`src/common/ecl_pkg.sv`:
```
// shared constants and types for the port 0 statistics tallies
package ecl_pkg;

  localparam int unsigned TALLY_W   = 16;
  localparam int unsigned BYTE_W    = 8;
  localparam int unsigned NUM_TALLY = 3;
  localparam int unsigned ADDR_W    = 7;

  // byte offsets of the six registers
  localparam logic [7:0] PORT0_ERRORED_FRAME_COUNT_HIGH = 8'h92;
  localparam logic [7:0] PORT0_ERRORED_FRAME_COUNT_LOW  = 8'h93;
  localparam logic [7:0] PORT0_LINE_TALLY_HIGH          = 8'h94;
  localparam logic [7:0] PORT0_LINE_TALLY_LOW           = 8'h95;
  localparam logic [7:0] PORT0_ERRORED_LINE_COUNT_HIGH  = 8'h96;
  localparam logic [7:0] PORT0_ERRORED_LINE_COUNT_LOW   = 8'h97;

  // index 0 errored frames, 1 lines, 2 errored lines
  localparam logic [2:0][7:0] TALLY_HI_OFS = {PORT0_ERRORED_LINE_COUNT_HIGH,
                                              PORT0_LINE_TALLY_HIGH,
                                              PORT0_ERRORED_FRAME_COUNT_HIGH};
  localparam logic [2:0][7:0] TALLY_LO_OFS = {PORT0_ERRORED_LINE_COUNT_LOW,
                                              PORT0_LINE_TALLY_LOW,
                                              PORT0_ERRORED_FRAME_COUNT_LOW};

  localparam logic [7:0] REG_RST      = 8'h00;
  localparam logic [7:0] RD_UNMAPPED  = 8'h00;
  localparam logic [7:0] PTR_RST      = 8'h00;
  localparam logic [3:0] BCNT_RST     = 4'h0;
  localparam logic [3:0] BITS_DONE    = 4'h8;
  localparam logic [3:0] LAST_BIT     = 4'h7;
  localparam logic       BUS_IDLE     = 1'b1;
  // bus address of the device, value arbitrary
  localparam logic [6:0] DEV_ADDR_DFLT = 7'h3D;

  typedef enum logic [6:0] {
    ECL_IDLE     = 7'h01,
    ECL_ADDR     = 7'h02,
    ECL_ADDR_ACK = 7'h04,
    ECL_WR_BYTE  = 7'h08,
    ECL_WR_ACK   = 7'h10,
    ECL_RD_BYTE  = 7'h20,
    ECL_RD_ACK   = 7'h40
  } ecl_i2c_st_t;

endpackage : ecl_pkg

```
`src/hw/ecl_tally.sv`:
```
// one saturating event tally with clear-on-read and low byte snapshot
`timescale 1ns/10ps
module ecl_tally #(
  parameter int unsigned WIDTH = ecl_pkg::TALLY_W
) (
  input  wire logic                      ref_clk_i, // system clock
  input  wire logic                      sys_rst_i, // sync reset, high
  input  wire logic                      evt_i,     // one count event
  input  wire logic                      clr_i,     // high byte being read
  output logic      [WIDTH-1:0]          count_o,   // live count
  output logic      [ecl_pkg::BYTE_W-1:0] snap_o    // captured low byte
);

  typedef struct packed {
    logic [WIDTH-1:0]           cnt;
    logic [ecl_pkg::BYTE_W-1:0] snap;
  } ecl_tally_t;

  localparam logic [WIDTH-1:0] CNT_MAX = {WIDTH{1'b1}};
  localparam logic [WIDTH-1:0] CNT_ONE = WIDTH'(1);
  localparam ecl_tally_t TALLY_RST = '{cnt: '0, snap: ecl_pkg::REG_RST};

  ecl_tally_t s_r;
  ecl_tally_t s_nxt;

  always_comb begin
    s_nxt = s_r;
    if (clr_i) begin
      s_nxt.snap = s_r.cnt[ecl_pkg::BYTE_W-1:0];
      s_nxt.cnt  = evt_i ? CNT_ONE : '0;
    end else if (evt_i && (s_r.cnt != CNT_MAX)) begin
      s_nxt.cnt = s_r.cnt + CNT_ONE;
    end
  end

  always_ff @(posedge ref_clk_i) begin
    if (sys_rst_i) begin
      s_r <= TALLY_RST;
    end else begin
      s_r <= s_nxt;
    end
  end

  assign count_o = s_r.cnt;
  assign snap_o  = s_r.snap;
endmodule : ecl_tally

```
`src/hw/ecl_i2c_cond.sv`:
```
// scl edge and start/stop condition detector for the control port
`timescale 1ns/10ps
module ecl_i2c_cond (
  input  wire logic ref_clk_i,  // system clock
  input  wire logic sys_rst_i,  // sync reset, high
  input  wire logic scl_i,      // control port clock level
  input  wire logic sda_i,      // control port data level
  output logic      scl_rise_o, // scl went high this cycle
  output logic      scl_fall_o, // scl went low this cycle
  output logic      start_o,    // start or repeated start
  output logic      stop_o      // stop condition
);

  typedef struct packed {
    logic scl_q;
    logic sda_q;
  } ecl_cond_t;

  localparam ecl_cond_t COND_RST = '{scl_q: ecl_pkg::BUS_IDLE, sda_q: ecl_pkg::BUS_IDLE};

  ecl_cond_t s_r;
  ecl_cond_t s_nxt;

  always_comb begin
    s_nxt       = s_r;
    s_nxt.scl_q = scl_i;
    s_nxt.sda_q = sda_i;
  end

  always_ff @(posedge ref_clk_i) begin
    if (sys_rst_i) begin
      s_r <= COND_RST;
    end else begin
      s_r <= s_nxt;
    end
  end

  // sda moving while scl stays high marks a bus condition
  assign scl_rise_o = scl_i & ~s_r.scl_q;
  assign scl_fall_o = ~scl_i & s_r.scl_q;
  assign start_o    = scl_i & s_r.scl_q & s_r.sda_q & ~sda_i;
  assign stop_o     = scl_i & s_r.scl_q & ~s_r.sda_q & sda_i;

endmodule : ecl_i2c_cond

```
`src/hw/ecl_port0_tallies.sv`:
```
// port 0 frame/line statistics tallies behind the control port slave
`timescale 1ns/10ps
module ecl_port0_tallies #(
  parameter logic [ecl_pkg::ADDR_W-1:0] DEV_ADDR = ecl_pkg::DEV_ADDR_DFLT // bus address
) (
  input  wire logic ref_clk_i,       // system clock, 100 MHz
  input  wire logic sys_rst_i,       // sync reset, high
  input  wire logic scl_i,           // control port clock level
  input  wire logic sda_i,           // control port data level
  output logic      sda_o,           // data drive value, always low
  output logic      sda_oe_o,        // high while pulling data low
  input  wire logic frame_err_evt_i, // frame with errors sent
  input  wire logic line_evt_i,      // line sent
  input  wire logic line_err_evt_i   // line with errors sent
);

  localparam int unsigned NT = ecl_pkg::NUM_TALLY;
  localparam int unsigned BW = ecl_pkg::BYTE_W;
  localparam int unsigned TW = ecl_pkg::TALLY_W;

  typedef struct packed {
    ecl_pkg::ecl_i2c_st_t st;
    logic [7:0]           shf;
    logic [3:0]           bcnt;
    logic [7:0]           ptr;
    logic                 first;
    logic                 rw;
    logic                 nack;
    logic                 sda_oe;
    logic                 sda;
  } ecl_port_t;

  localparam ecl_port_t PORT_RST = '{
    st:     ecl_pkg::ECL_IDLE,
    shf:    ecl_pkg::REG_RST,
    bcnt:   ecl_pkg::BCNT_RST,
    ptr:    ecl_pkg::PTR_RST,
    first:  1'b0,
    rw:     1'b0,
    nack:   1'b0,
    sda_oe: 1'b0,
    sda:    1'b0
  };

  ecl_port_t s_r;
  ecl_port_t s_nxt;

  logic                  scl_rise;
  logic                  scl_fall;
  logic                  bus_start;
  logic                  bus_stop;
  logic                  rd_load;
  logic [7:0]            rd_byte;
  logic [NT-1:0]         evt_w;
  logic [NT-1:0]         hi_hit;
  logic [NT-1:0]         lo_hit;
  logic [NT-1:0]         tally_clr;
  logic [NT-1:0][TW-1:0] cnt_w;
  logic [NT-1:0][BW-1:0] snap_w;

  ecl_i2c_cond u_cond (
    .ref_clk_i  (ref_clk_i),
    .sys_rst_i  (sys_rst_i),
    .scl_i      (scl_i),
    .sda_i      (sda_i),
    .scl_rise_o (scl_rise),
    .scl_fall_o (scl_fall),
    .start_o    (bus_start),
    .stop_o     (bus_stop)
  );

  assign evt_w = {line_err_evt_i, line_evt_i, frame_err_evt_i};

  // a high byte leaves the tally in the very cycle it is loaded
  assign tally_clr = hi_hit & {NT{rd_load}};

  for (genvar g = 0; g < NT; g++) begin : g_tally
    assign hi_hit[g] = (s_r.ptr == ecl_pkg::TALLY_HI_OFS[g]);
    assign lo_hit[g] = (s_r.ptr == ecl_pkg::TALLY_LO_OFS[g]);

    ecl_tally #(
      .WIDTH (TW)
    ) u_tally (
      .ref_clk_i (ref_clk_i),
      .sys_rst_i (sys_rst_i),
      .evt_i     (evt_w[g]),
      .clr_i     (tally_clr[g]),
      .count_o   (cnt_w[g]),
      .snap_o    (snap_w[g])
    );

  end

  always_comb begin
    s_nxt   = s_r;
    rd_load = 1'b0;
    // read data; unmapped offsets return zero
    rd_byte = ecl_pkg::RD_UNMAPPED;
    for (int k = 0; k < NT; k++) begin
      if (hi_hit[k]) begin
        rd_byte = rd_byte | cnt_w[k][TW-1 -: BW];
      end
      if (lo_hit[k]) begin
        rd_byte = rd_byte | snap_w[k];
      end
    end

    if (bus_stop) begin
      s_nxt.st     = ecl_pkg::ECL_IDLE;
      s_nxt.sda_oe = 1'b0;
    end else if (bus_start) begin
      s_nxt.st     = ecl_pkg::ECL_ADDR;
      s_nxt.bcnt   = ecl_pkg::BCNT_RST;
      s_nxt.sda_oe = 1'b0;
    end else begin
      case (s_r.st)
        ecl_pkg::ECL_IDLE: begin
          s_nxt.sda_oe = 1'b0;
        end
        ecl_pkg::ECL_ADDR: begin
          if (scl_rise) begin
            s_nxt.shf  = {s_r.shf[6:0], sda_i};
            s_nxt.bcnt = s_r.bcnt + 4'h1;
          end else if (scl_fall && s_r.bcnt == ecl_pkg::BITS_DONE) begin
            if (s_r.shf[7:1] == DEV_ADDR) begin
              s_nxt.st     = ecl_pkg::ECL_ADDR_ACK;
              s_nxt.sda_oe = 1'b1;
              s_nxt.rw     = s_r.shf[0];
            end else begin
              s_nxt.st = ecl_pkg::ECL_IDLE;
            end
          end
        end
        ecl_pkg::ECL_ADDR_ACK: begin
          if (scl_fall) begin
            if (s_r.rw) begin
              rd_load = 1'b1;
            end else begin
              s_nxt.st     = ecl_pkg::ECL_WR_BYTE;
              s_nxt.sda_oe = 1'b0;
              s_nxt.bcnt   = ecl_pkg::BCNT_RST;
              s_nxt.first  = 1'b1;
            end
          end
        end
        ecl_pkg::ECL_WR_BYTE: begin
          if (scl_rise) begin
            s_nxt.shf  = {s_r.shf[6:0], sda_i};
            s_nxt.bcnt = s_r.bcnt + 4'h1;
          end else if (scl_fall && s_r.bcnt == ecl_pkg::BITS_DONE) begin
            s_nxt.st     = ecl_pkg::ECL_WR_ACK;
            s_nxt.sda_oe = 1'b1;
            s_nxt.first  = 1'b0;
            // first byte sets the offset; data to read-only offsets is dropped
            if (s_r.first) begin
              s_nxt.ptr = s_r.shf;
            end else begin
              s_nxt.ptr = s_r.ptr + 8'h01;
            end
          end
        end
        ecl_pkg::ECL_WR_ACK: begin
          if (scl_fall) begin
            s_nxt.st     = ecl_pkg::ECL_WR_BYTE;
            s_nxt.sda_oe = 1'b0;
            s_nxt.bcnt   = ecl_pkg::BCNT_RST;
          end
        end
        ecl_pkg::ECL_RD_BYTE: begin
          if (scl_fall) begin
            if (s_r.bcnt == ecl_pkg::LAST_BIT) begin
              s_nxt.st     = ecl_pkg::ECL_RD_ACK;
              s_nxt.sda_oe = 1'b0;
            end else begin
              s_nxt.shf    = {s_r.shf[6:0], 1'b0};
              s_nxt.sda_oe = ~s_r.shf[6];
              s_nxt.bcnt   = s_r.bcnt + 4'h1;
            end
          end
        end
        ecl_pkg::ECL_RD_ACK: begin
          if (scl_rise) begin
            s_nxt.nack = sda_i;
          end else if (scl_fall) begin
            if (s_r.nack) begin
              s_nxt.st = ecl_pkg::ECL_IDLE;
            end else begin
              rd_load = 1'b1;
            end
          end
        end
        default: begin
          s_nxt.st     = ecl_pkg::ECL_IDLE;
          s_nxt.sda_oe = 1'b0;
        end
      endcase
    end

    // a byte is fetched at the scl fall that starts its first bit
    if (rd_load) begin
      s_nxt.st     = ecl_pkg::ECL_RD_BYTE;
      s_nxt.shf    = rd_byte;
      s_nxt.sda_oe = ~rd_byte[7];
      s_nxt.bcnt   = ecl_pkg::BCNT_RST;
      s_nxt.ptr    = s_r.ptr + 8'h01;
    end
  end

  always_ff @(posedge ref_clk_i) begin
    if (sys_rst_i) begin
      s_r <= PORT_RST;
    end else begin
      s_r <= s_nxt;
    end
  end

  assign sda_o    = s_r.sda;
  assign sda_oe_o = s_r.sda_oe;
endmodule : ecl_port0_tallies

```
`config.mk`:
```
export PLATFORM = sky130hd
export DESIGN_NAME = ecl_port0_tallies
export DESIGN_NICKNAME = d
export VERILOG_FILES = /design/src/common/ecl_pkg.sv /design/src/hw/ecl_tally.sv /design/src/hw/ecl_i2c_cond.sv /design/src/hw/ecl_port0_tallies.sv
export SDC_FILE = /design/constraint.sdc
export NUM_CORES = 1
export LEC_CHECK = 0
export ABC_AREA = 1
export BUFFER_PORTS_ARGS = -buffer_cell sky130_fd_sc_hd__buf_2
export CORE_AREA = 2 2 103 105
export CTS_BUF_LIST = sky130_fd_sc_hd__clkbuf_4 sky130_fd_sc_hd__clkbuf_8
export CTS_CLUSTER_SIZE = 30
export DETAILED_ROUTE_END_ITERATION = 8
export DIE_AREA = 0 0 105 107
export HOLD_SLACK_MARGIN = 0.12
export MAX_ROUTING_LAYER = met4
export PLACE_DENSITY_LB_ADDON = 0.25
export SYNTH_ARGS = -nofsm -noshare
export SYNTH_HDL_FRONTEND = slang
export SYNTH_SLANG_ARGS = --single-unit
```
`constraint.sdc`:
```
create_clock -name ref_clk_i -period 3.5 [get_ports ref_clk_i]
set_input_delay 0.175 -clock ref_clk_i [delete_from_list [all_inputs] [get_ports ref_clk_i]]
set_output_delay 0.175 -clock ref_clk_i [all_outputs]
set_load 0.02 [all_outputs]
```
==> implementation parameters, run 1 <==
Parameter                              Value

Status
  Run status    completed

CTS
  CTS Buffer Depth    2
  Total of cells resized after clock tree synthesis    0
  TritonCTS buffer count    9
  Sinks on Clock Net    105
  H-tree depth reported by CTS    3
  Clock-pin slew reported for the worst setup and hold paths after clock tree synthesis    0.10 ns
  Clk root buf    clkbuf_8
  Clock tree from TritonCTS    done
  Clk Latency, worst-skew pair    around 0.39 ns

Cells and area
  Most used cells in the layout excluding fill and tap cells    nor2_1 (151), nand2_1 (138), inv_1 (122)
  Syn-to-layout area delta    5.54%
  Finished Cell Area    approximately 6000 um2
  Util after Layout    0.597
  Most frequent standard cell in the layout excluding fill and tap cells    nor2_1
  Number of standard cells in the final layout excluding fillers    1017
  Fraction of layout cells with a size suffix above 1    0.0499
  Number of diodes    0
  Post-layout nets    about 890
  Filler cell count in the final layout    1013

Routing
  Count of antenna-violating nets left after detailed routing    0
  Routed wire per std cell    roughly 14 um
  Residual DRC count    0
  First-pass DRT Iterations    7
  Number of vias in the routed layout    ~5500
  Final wirelength    approximately 14000 um
  Via count normalized by instance count    around 5.4
  Initial drt markers    about 430

Placement
  RePlAce Congestion    around 0.94
  # placed instances    between 900 and 1000
  Final HPWL DP    10400 um
  Port buffer count    7
  Post-place instance area    around 5800 um2
  Post-placement worst setup slack    1.01 ns

Synthesis
  Largest cells by area after synthesis    dfxtp_1 (37%), nor2_1 (9.9%), nand2_1 (9.1%)
  Synth top area share    0.368
  Synthesis-stage register bit count    around 110
  Mapped Area    around 5700 um2
  Total number of yosys warnings    0
  Sequential cell area fraction in the yosys report    0.368
  Number of different library cells in the post-synthesis netlist    41
  Cell type with the highest aggregate area in the netlist    dfxtp_1
  Net count after synthesis    890
  Post-synthesis instance total    874
  Syn Area/Cell    about 6.5 um2

GRT
  Gr ovfl total    0
  Number of global-route vias before repair    around 5000
  Largest net degree at the start of global routing    29
  Global-route wire length before repair    23300 um
  Antenna violations before repair    0
  Aggregate global-route resource usage    0.262

Worst setup path
  Critical Path Fanout Max    16
  Depth of the worst register-to-register path    11
  Worst R2R Setup Slack    about 0.95 ns
  Endpoint of the worst-slack reg-to-reg timing path    g_tally[2].u_tally.count_o[11]$_SDFFE_PP0P_
  Category of the worst setup path launch point    input port
  Setup CP Type    input port to register
  Kind of end point of the critical path    register
  Startpoint of the most critical register-to-register path    s_r[25]$_SDFFE_PP1P_
  Arr. time, crit path    approximately 3.0 ns
  Data required, critical path    3.84 ns

Floorplanning
  Placement row count    37
  Core area    approximately 10000 um2
  Chip height    ~110 um
  I/O pin count    9
  Floorplan die width    105 um
  Initial core utilization    0.566
  Full die area    11200 um2

STA
  Pins over their slew limit    0
  Share of the cycle needed by the critical path after routing    0.752
  Setup TNS Final    0 ns
  Endpoints failing setup    0
  Maximum achievable frequency    380 MHz
  Tightest slew margin relative to the limit    0.525
  Actual slew at the worst max-slew pin    0.709 ns
  RSZ-0062 raised after global routing    false
  Setup slack after layout    between 0.8 and 0.9 ns
  Period minus WS final    around 2.6 ns
  Final Hold Fails    0
  Hold slack final    0.166 ns
  Final clock skew    0.0113 ns

Worst hold path
  Worst Hold Endpoint    g_tally[0].u_tally.count_o[0]$_SDFFE_PP0P_
  Hold path startpoint    sys_rst_i
  Worst hold path stage count    2
  Worst Hold Class    input port to register

Power
  Switching share of power    0.331
  Power per Cell Area    about 420 nW/um2
  Static Leakage    2.33 nW
  Design internal power    between 1.5 and 2 mW
  Net Switching    roughly 0.84 mW
  Portion of total power attributed to the clock network    0.286
  Register share of total power    0.518
  Power after layout    2.53 mW
  Maximum ir drop on the vdd rail    ~0.26 mV
  Share of power burned in combinational logic    0.196

Job
  Max-cap violations    0
-- kinds of logic after synthesis --
logic type / Yosys count / synth area share
adder cells (fa/ha/maj): 9 / 0.0197
XOR/XNOR: 16 / 0.0245
AO/OA/AOI/OAI: 184 / 0.170
flip-flops: 105 / 0.368
buffers and inverters: 147 / 0.104
AND/OR/NAND/NOR: 412 / 0.313
other: 1 / 0.000657
-- state kept, by name (all words and copies together) (netlist names) --
register                 flops
g_tally.u_tally.count_o     48
s_r                         30
g_tally.u_tally.snap_o      24
u_cond.s_r                   2
sda_oe_o                     1
-- Yosys cell counts (all sizes together) --
cell / count
buf: 12
a211oi: 2
or2: 2
a21o: 1
nor2: 153
nand4: 15
inv: 125
xnor2: 3
nand2: 144
o211a: 1
a21oi: 80
ha: 9
nor4: 1
o22ai: 13
dfxtp: 105
conb: 1
o311ai: 1
nand3: 60
and3: 1
clkbuf: 10
o31ai: 2
o21a: 1
xor2: 13
nand2b: 1
nor3: 30
o21ai: 81
nand3b: 3
a31oi: 2
nor3b: 2
-- worst max-delay path, stage by stage --
cell and delay [ns]:
dlygate4sd3_1 0.52, buf_2 0.12, inv_1 0.06, nand2_1 0.16
nor2_1 0.07, nand3_1 0.09, nand2_2 0.21, inv_2 0.30
nor2_2 0.16, nor2_1 0.51, inv_1 0.27, a21oi_1 0.18
o21a_1 0.13
-- area by class of cell --
class	count	area, um2	share of cell area
clock inverters	6	41.3	0.00685
flip-flops and latches	105	2100	0.349
clock buffers	10	138	0.0228
repair buffers	13	90.1	0.0149
well taps	136	170	0.0282
inverters	125	469	0.0778
multi-input cells	622	3020	0.501
-- power groups by stage --
stage / clock, mW / combinational, mW / sequential, mW
after floorplan: 0 / 0.379 / 1.32
after global placement: 0 / 0.479 / 1.33
after detailed placement: 0 / 0.486 / 1.33
after CTS: 0.731 / 0.491 / 1.31
after global routing: 0.776 / 0.560 / 1.32
final: 0.723 / 0.495 / 1.31
-- repair_timing --
| item | in CTS | in global routing |
|---|---|---|
| endpoints found under the hold margin | 5 | 0 |
| setup buffers | 0 | 0 |
| endpoints found under the setup margin | 0 | 0 |
| hold buffers | 4 | 0 |
-- routing by layer --
layer	track usage	up-vias	share of wire
met2	0.414	148	0.45
met3	0.0298	21	0.050
met1	0.353	2514	0.48
met4	0.0867	0	0.019
li1	-	2848	-
met5	-	-	0
-- how the worst max path moves through the flow --
stage               cells past startpoint  slack, ns                                        from                                          end
finish                                 13       0.87                                       scl_i  g_tally[2].u_tally.count_o[11]$_SDFFE_PP0P_
global route                           12       0.57                                       scl_i   g_tally[2].u_tally.count_o[2]$_SDFFE_PP0P_
CTS                                    13       0.91                                       scl_i  g_tally[2].u_tally.count_o[11]$_SDFFE_PP0P_
detailed placement                     11       1.01                        s_r[25]$_SDFFE_PP1P_   g_tally[1].u_tally.count_o[2]$_SDFFE_PP0P_
global placement                       11       1.13                        s_r[25]$_SDFFE_PP1P_   g_tally[1].u_tally.count_o[1]$_SDFFE_PP0P_
floorplan                              10       1.65  g_tally[1].u_tally.count_o[0]$_SDFFE_PP0P_   g_tally[1].u_tally.count_o[8]$_SDFFE_PP0P_
Note: power is estimated with default switching activity, not from simulation.
==> inputs of run 2 (changes only) <==
Settings changed: ABC_AREA 1 to 0, CORE_AREA 2 2 103 105 to 2 2 101 103, DIE_AREA 0 0 105 107 to 0 0 103 105.
Clock period 3.5 ns to 2.68 ns, I/O delays scaled along.
==> run 2 against run 1 <==
Core utilization grew 1.4 points. Via count shrank 13%. Non-clock buffer count grew 10. Clock skew shrank 0.0045 ns. Wire length shrank 11%. Final cell count shrank 20%. Synthesized cell count shrank 23%. Final area shrank 2.2%. Critical path type is now register to register. Critical endpoint is now s_r[24]$_SDFFE_PP0P_.
==> implementation parameters, run 2 <==
Parameter                              Value

Status
  Run status    completed

GRT
  Antenna violations before repair    0
  Gr ovfl total    0
  Aggregate global-route resource usage    0.253
  Largest net degree at the start of global routing    35
  Global-route wire length before repair    between 20000 and 25000 um
  Number of global-route vias before repair    approximately 4500

Cells and area
  Fraction of layout cells with a size suffix above 1    0.0827
  Number of diodes    0
  Syn-to-layout area delta    6.61%
  Area occupied by registers    between 2000 and 2500 um2
  Filler cell count in the final layout    a little under 900
  Most used cells in the layout excluding fill and tap cells    dfxtp_1 (105), nor2_1 (97), nand2_1 (76)
  Area occupied by multi-input gates    approximately 3200 um2
  Post-layout nets    between 600 and 700
  Largest register FFs    48
  Most frequent standard cell in the layout excluding fill and tap cells    dfxtp_1

Floorplanning
  I/O pin count    9
  Full die area    about 11000 um2
  Placement row count    36
  Initial core utilization    0.574
  Core area    9640 um2
  Floorplan die width    ~100 um
  Chip height    approximately 110 um

Worst setup path
  Data required, critical path    slightly below 3 ns
  Setup CP Type    register to register
  CP max-delay cell    or4_4
  Delay contributed by the slowest stage of the critical path    between 0.5 and 0.6 ns
  Critical Path Fanout Max    14
  Cell-by-cell listing of the critical path    or2_1 -> or4_4 -> or2_4 -> nand2_2 -> mux2_2 -> nor3_1
  Category of the worst setup path launch point    register
  Arr. time, crit path    2.66 ns
  Kind of end point of the critical path    register

CTS
  Clk root buf    clkbuf_8
  H-tree depth reported by CTS    3
  Clock-pin slew reported for the worst setup and hold paths after clock tree synthesis    about 0.10 ns
  Clock tree from TritonCTS    done
  Count of buffers added by post-CTS timing repair for setup    0
  CTS Buffer Depth    2
  Clk Latency, worst-skew pair    0.38 ns
  TritonCTS buffer count    9
  Sinks on Clock Net    105

Power
  Portion of total power attributed to the clock network    0.369
  Switching share of power    0.244
  Power after layout    ~2.8 mW
  Power per Cell Area    between 400 and 500 nW/um2
  Register share of total power    0.576
  Maximum ir drop on the vdd rail    between 0.3 and 0.4 mV
  Static Leakage    between 2 and 2.5 nW
  Share of power burned in combinational logic    0.054
  Net Switching    a little under 0.7 mW
  Design internal power    about 2.1 mW

Routing
  Routed wire per std cell    ~15 um
  Number of vias in the routed layout    approximately 4800
  Count of antenna-violating nets left after detailed routing    0
  Final wirelength    roughly 13000 um
  Initial drt markers    ~370
  Residual DRC count    0
  First-pass DRT Iterations    6
  Via count normalized by instance count    5.95

Synthesis
  Syn Area/Cell    between 8 and 9 um2
  Most frequent cells after synthesis    dfxtp_1 (105), nor2_1 (97), nand2_1 (76), nand3_1 (41), a21oi_1 (30)
  Synth top area share    0.380
  Number of enable flip-flop cells after synthesis    0
  Synthesis-stage register bit count    105
  Mapped Area    between 5000 and 6000 um2
  Dominant cell by count in the synthesized netlist    dfxtp_1
  Number of different library cells in the post-synthesis netlist    73
  Largest cells by area after synthesis    dfxtp_1 (38%), nor2_1 (6.6%), nand2_1 (5.2%)
  Dominant synthesized flop cell    dfxtp_1
  Total number of yosys warnings    0
  Sequential cell area fraction in the yosys report    0.380
  Cell type with the highest aggregate area in the netlist    dfxtp_1
  Fraction of registers with async set or reset after synthesis    0
  Post-synthesis instance total    approximately 670
  Net count after synthesis    slightly below 700

Job
  Max-cap violations    0

STA
  Tightest slew margin relative to the limit    0.511
  RSZ-0062 raised after global routing    false
  Final clock skew    0.00683 ns
  Endpoints failing setup    0
  Final Hold Fails    0
  Maximum achievable frequency    about 420 MHz
  Period minus WS final    ~2.4 ns
  Share of the cycle needed by the critical path after routing    0.882
  Actual slew at the worst max-slew pin    about 0.73 ns
  Setup TNS Final    0 ns
  Pins over their slew limit    0

Worst hold path
  Worst Hold Class    input port to register

Placement
  Final HPWL DP    9010 um
  RePlAce Congestion    just over 0.9
  Port buffer count    7
==> run 2: changes by cell type in the layout (fill, tap and decap cells not counted), moves of 20 or more <==
cell / before / now
nand2_1: 138 / 76
a21oi_1: 80 / 30
mux2i_1: 0 / 20
nor2_1: 151 / 97
xnor2_1: 3 / 27
inv_1: 122 / 11
o21ai_0: 78 / 15
==> run 2: critical path: cells and delay by family, from the launching register on <==
family | cells | cell delay [ns]
simple gates | 5 | 1.48
flops | 1 | 0.46
mux | 1 | 0.36
==> run 2: kinds of logic after synthesis <==
group,Yosys count,share of synthesized area
simple gates,326,0.293
mux,22,0.0403
other cells,1,0.000678
compound gates,119,0.156
flops,105,0.380
buf+inv,46,0.0382
fa+ha+maj,9,0.0204
xor+xnor,45,0.0713
==> run 2: layout make-up <==
type | instances | share of cell area
Multi-Input combinational cell | 522 | 0.546
Sequential cell | 105 | 0.357
Tap cell | 133 | 0.0282
Timing Repair Buffer | 23 | 0.0280
Clock buffer | 10 | 0.0233
Clock inverter | 6 | 0.0112
Inverter | 11 | 0.00700
==> run 2: power by group through the flow <==
stage	Combinational, mW	Clock (mW)	Sequential [mW]
final	0.150	1.02	1.59
after global routing	0.168	1.10	1.59
after CTS	0.150	1.04	1.59
after detailed placement	0.145	0	1.63
after global placement	0.141	0	1.63
after floorplan	0.110	0	1.62
==> run 2: worst paths after layout <==
path / start / endpoint / slack, ns / cells past startpoint
setup / recovery: s_r[31]$_SDFFE_PP0P_ / s_r[24]$_SDFFE_PP0P_ / 0.32 / 6
hold / removal: sys_rst_i / g_tally[0].u_tally.snap_o[2]$_SDFFE_PP0P_ / 0.15 / 2
setup reg to reg: s_r[31]$_SDFFE_PP0P_ / s_r[24]$_SDFFE_PP0P_ / 0.32 / 6
hold reg to reg: g_tally[2].u_tally.snap_o[7]$_SDFFE_PP0P_ / g_tally[2].u_tally.snap_o[7]$_SDFFE_PP0P_ / 0.46 / 2
==> run 2: repair_timing <==
action | in CTS | in global routing
hold endpoints to repair | 6 | 0
resized for setup | 0 | 0
hold buffers | 4 | 0
==> run 2: metrics by stage <==
stage	instances	hold slack (ns)	instance area [um2]	util	setup slack, ns
finish	810	0.153	5900	0.612	0.315
global route	810	0.163	5900	0.612	0.137
global placement	790	0.407	5650	0.586	0.420
detailed placement	790	0.420	5650	0.586	0.307
floorplan	673	0.241	5530	-	0.641
CTS	810	0.139	5900	0.612	0.296
==> run 2: layer usage <==
metal  track usage  routed length (um)  up-vias
li1              -                   -     2410
met1         0.355                6100     2278
met2         0.364                5650      108
met3        0.0441                 491       24
met4        0.0912                 267        0
met5             -                   0        -
==> inputs of run 3 (changes only) <==
==> constraint.sdc (replaced) <==
create_clock -name ref_clk_i -period 2.68 [get_ports ref_clk_i]
set_input_delay 0.536 -clock ref_clk_i [delete_from_list [all_inputs] [get_ports ref_clk_i]]
set_output_delay 0.536 -clock ref_clk_i [all_outputs]
set_load 0.02 [all_outputs]
==> run 3 against run 2 <==
Sequential share of layout area is 0.068 points higher. Register-to-register slack worse by 0.07 ns. Largest cell class unchanged. Global-route usage up 0.11 points. Combinational power barely moved. First-iteration DRC count is 7.5% lower. Core utilization decreased by 0.12 points. Final cell count unchanged. Critical path depth up 1. Non-clock buffer count is the same. Via count rose by 0.50%.
==> implementation parameters, run 3 (same netlist as run 2, synthesis figures left out) <==
Parameter                              Value

STA
  Tightest slew margin relative to the limit    0.535
  Final Hold Fails    0
  Endpoints failing setup    0
  Setup slack after layout    0.243 ns
  Setup TNS Final    0 ns
  Hold slack final    ~0.44 ns
  Final clock skew    approximately 0.0076 ns
  Pins over their slew limit    0
  Period minus WS final    2.44 ns
  RSZ-0062 raised after global routing    false
  Actual slew at the worst max-slew pin    between 0.6 and 0.7 ns
  Maximum achievable frequency    410 MHz
  Share of the cycle needed by the critical path after routing    0.909

Floorplanning
  Floorplan die width    103 um
  Chip height    around 110 um
  Placement row count    36
  Core area    roughly 9600 um2
  I/O pin count    9
  Initial core utilization    0.574
  Full die area    around 11000 um2

Job
  Max-cap violations    0

GRT
  Aggregate global-route resource usage    0.254
  Met1 routing resource usage after global routing    0.348
  Gr ovfl total    0
  Met3 Use GR    0.0522
  Largest net degree at the start of global routing    35
  Antenna violations before repair    0
  Global-route wire length before repair    about 21000 um
  Number of global-route vias before repair    between 4000 and 5000
  Busiest layer in global routing    met2
  GR met2 Demand/Resource    0.371

Worst setup path
  CP max-delay cell    dfxtp_1
  Critical Path Start    s_r[31]$_SDFFE_PP0P_
  Kind of end point of the critical path    register
  Data required, critical path    just under 3 ns
  Setup CP Type    register to register
  Category of the worst setup path launch point    register
  Startpoint of the most critical register-to-register path    s_r[31]$_SDFFE_PP0P_
  Critical Path Fanout Max    15
  Delay contributed by the slowest stage of the critical path    0.54 ns
  Cell-by-cell listing of the critical path    nor3b_1 -> nor2_1 -> nor4b_4 -> buf_4 -> nand3_2 -> nand2b_1 -> nor3_1
  Arr. time, crit path    between 2 and 3 ns

Routing
  Final wirelength    12500 um
  Residual DRC count    0
  Count of antenna-violating nets left after detailed routing    0
  Initial drt markers    344
  Via count normalized by instance count    between 5 and 6
  Routed wire per std cell    about 15 um
  Number of vias in the routed layout    4844
  First-pass DRT Iterations    7

CTS
  CTS Buffer Depth    2
  Total of cells resized after clock tree synthesis    0
  Clock-pin slew reported for the worst setup and hold paths after clock tree synthesis    approximately 0.10 ns
  TritonCTS buffer count    9
  Number of buffers inserted by hold repair at cts    0
  Clk root buf    clkbuf_8
  Clock tree from TritonCTS    done
  Sinks on Clock Net    approximately 110
  H-tree depth reported by CTS    3
  Count of buffers added by post-CTS timing repair for setup    0
  Clk Latency, worst-skew pair    between 0.3 and 0.4 ns

Placement
  Post-placement worst setup slack    0.250 ns
  RePlAce Congestion    roughly 0.93
  Port buffer count    7
  Final HPWL DP    about 9300 um

Cells and area
  Fraction of layout cells with a size suffix above 1    0.0886
  Syn-to-layout area delta    6.40%
  Filler cell count in the final layout    906
  Largest register FFs    48
  Most frequent standard cell in the layout excluding fill and tap cells    dfxtp_1
  Most used cells in the layout excluding fill and tap cells    dfxtp_1 (105), nor2_1 (97), nand2_1 (76)
  Number of diodes    0
  Post-layout nets    between 600 and 700
  Util after Layout    0.610

Status
  Run status    completed

Power
  Power per Cell Area    roughly 470 nW/um2
  Static Leakage    ~2 nW
  Maximum ir drop on the vdd rail    0.296 mV
  Power after layout    roughly 2.8 mW

Worst hold path
  Worst Hold Class    input port to register
  Hold path startpoint    scl_i
run 3: changes by cell type in the layout (fill, tap and decap cells not counted), sizes merged:
cell,previous run,this run
buf,19,23
dlygate4sd3,4,0
clkinv,4,2
clkinvlp,0,1
inv,12,13
run 3: area by class of cell:
cell class,instances,area (um2),share of cell area
timing repair buffer,23,155,0.0264
multi-input combinational,522,3220,0.547
sequential,105,2100,0.357
clock buffer,10,138,0.0234
inverter,11,41.3,0.00702
tap,133,166,0.0283
clock inverter,6,65.1,0.0111
run 3: routing by layer:
metal / share of wire / up-vias
met3: 0.040 / 26
met2: 0.46 / 123
met1: 0.48 / 2289
met4: 0.021 / 0
met5: 0 / -
li1: - / 2406
run 3: critical path, delay by kind of cell (launching register included):
kind | cells | cell delay (ns)
buffers and inverters | 1 | 0.20
and+or+nand+nor | 6 | 1.58
DFF | 1 | 0.54
run 3: report_power, final:
part / switching, mW / leakage [nW] / internal [mW]
Combinational: 0.0935 / 1.09 / 0.0560
Clock: 0.556 / 0.103 / 0.461
Sequential: 0.0201 / 0.847 / 1.57
Total: 0.670 / 2.04 / 2.09
run 3: through the flow:
stage / area [um2] / instances
floorplan: 5530 / 673
global placement: 5680 / 794
detailed placement: 5680 / 794
CTS: 5880 / 810
global route: 5880 / 810
finish: 5880 / 810
run 3: final timing paths:
path | to | slack (ns) | cells after the start
max reg2reg | g_tally[2].u_tally.count_o[6]$_SDFFE_PP0P_ | 0.24 | 7
min reg2reg | g_tally[2].u_tally.snap_o[0]$_SDFFE_PP0P_ | 0.46 | 2
max | g_tally[2].u_tally.count_o[6]$_SDFFE_PP0P_ | 0.24 | 7
min | u_cond.s_r[1]$_SDFF_PP1_ | 0.44 | 2
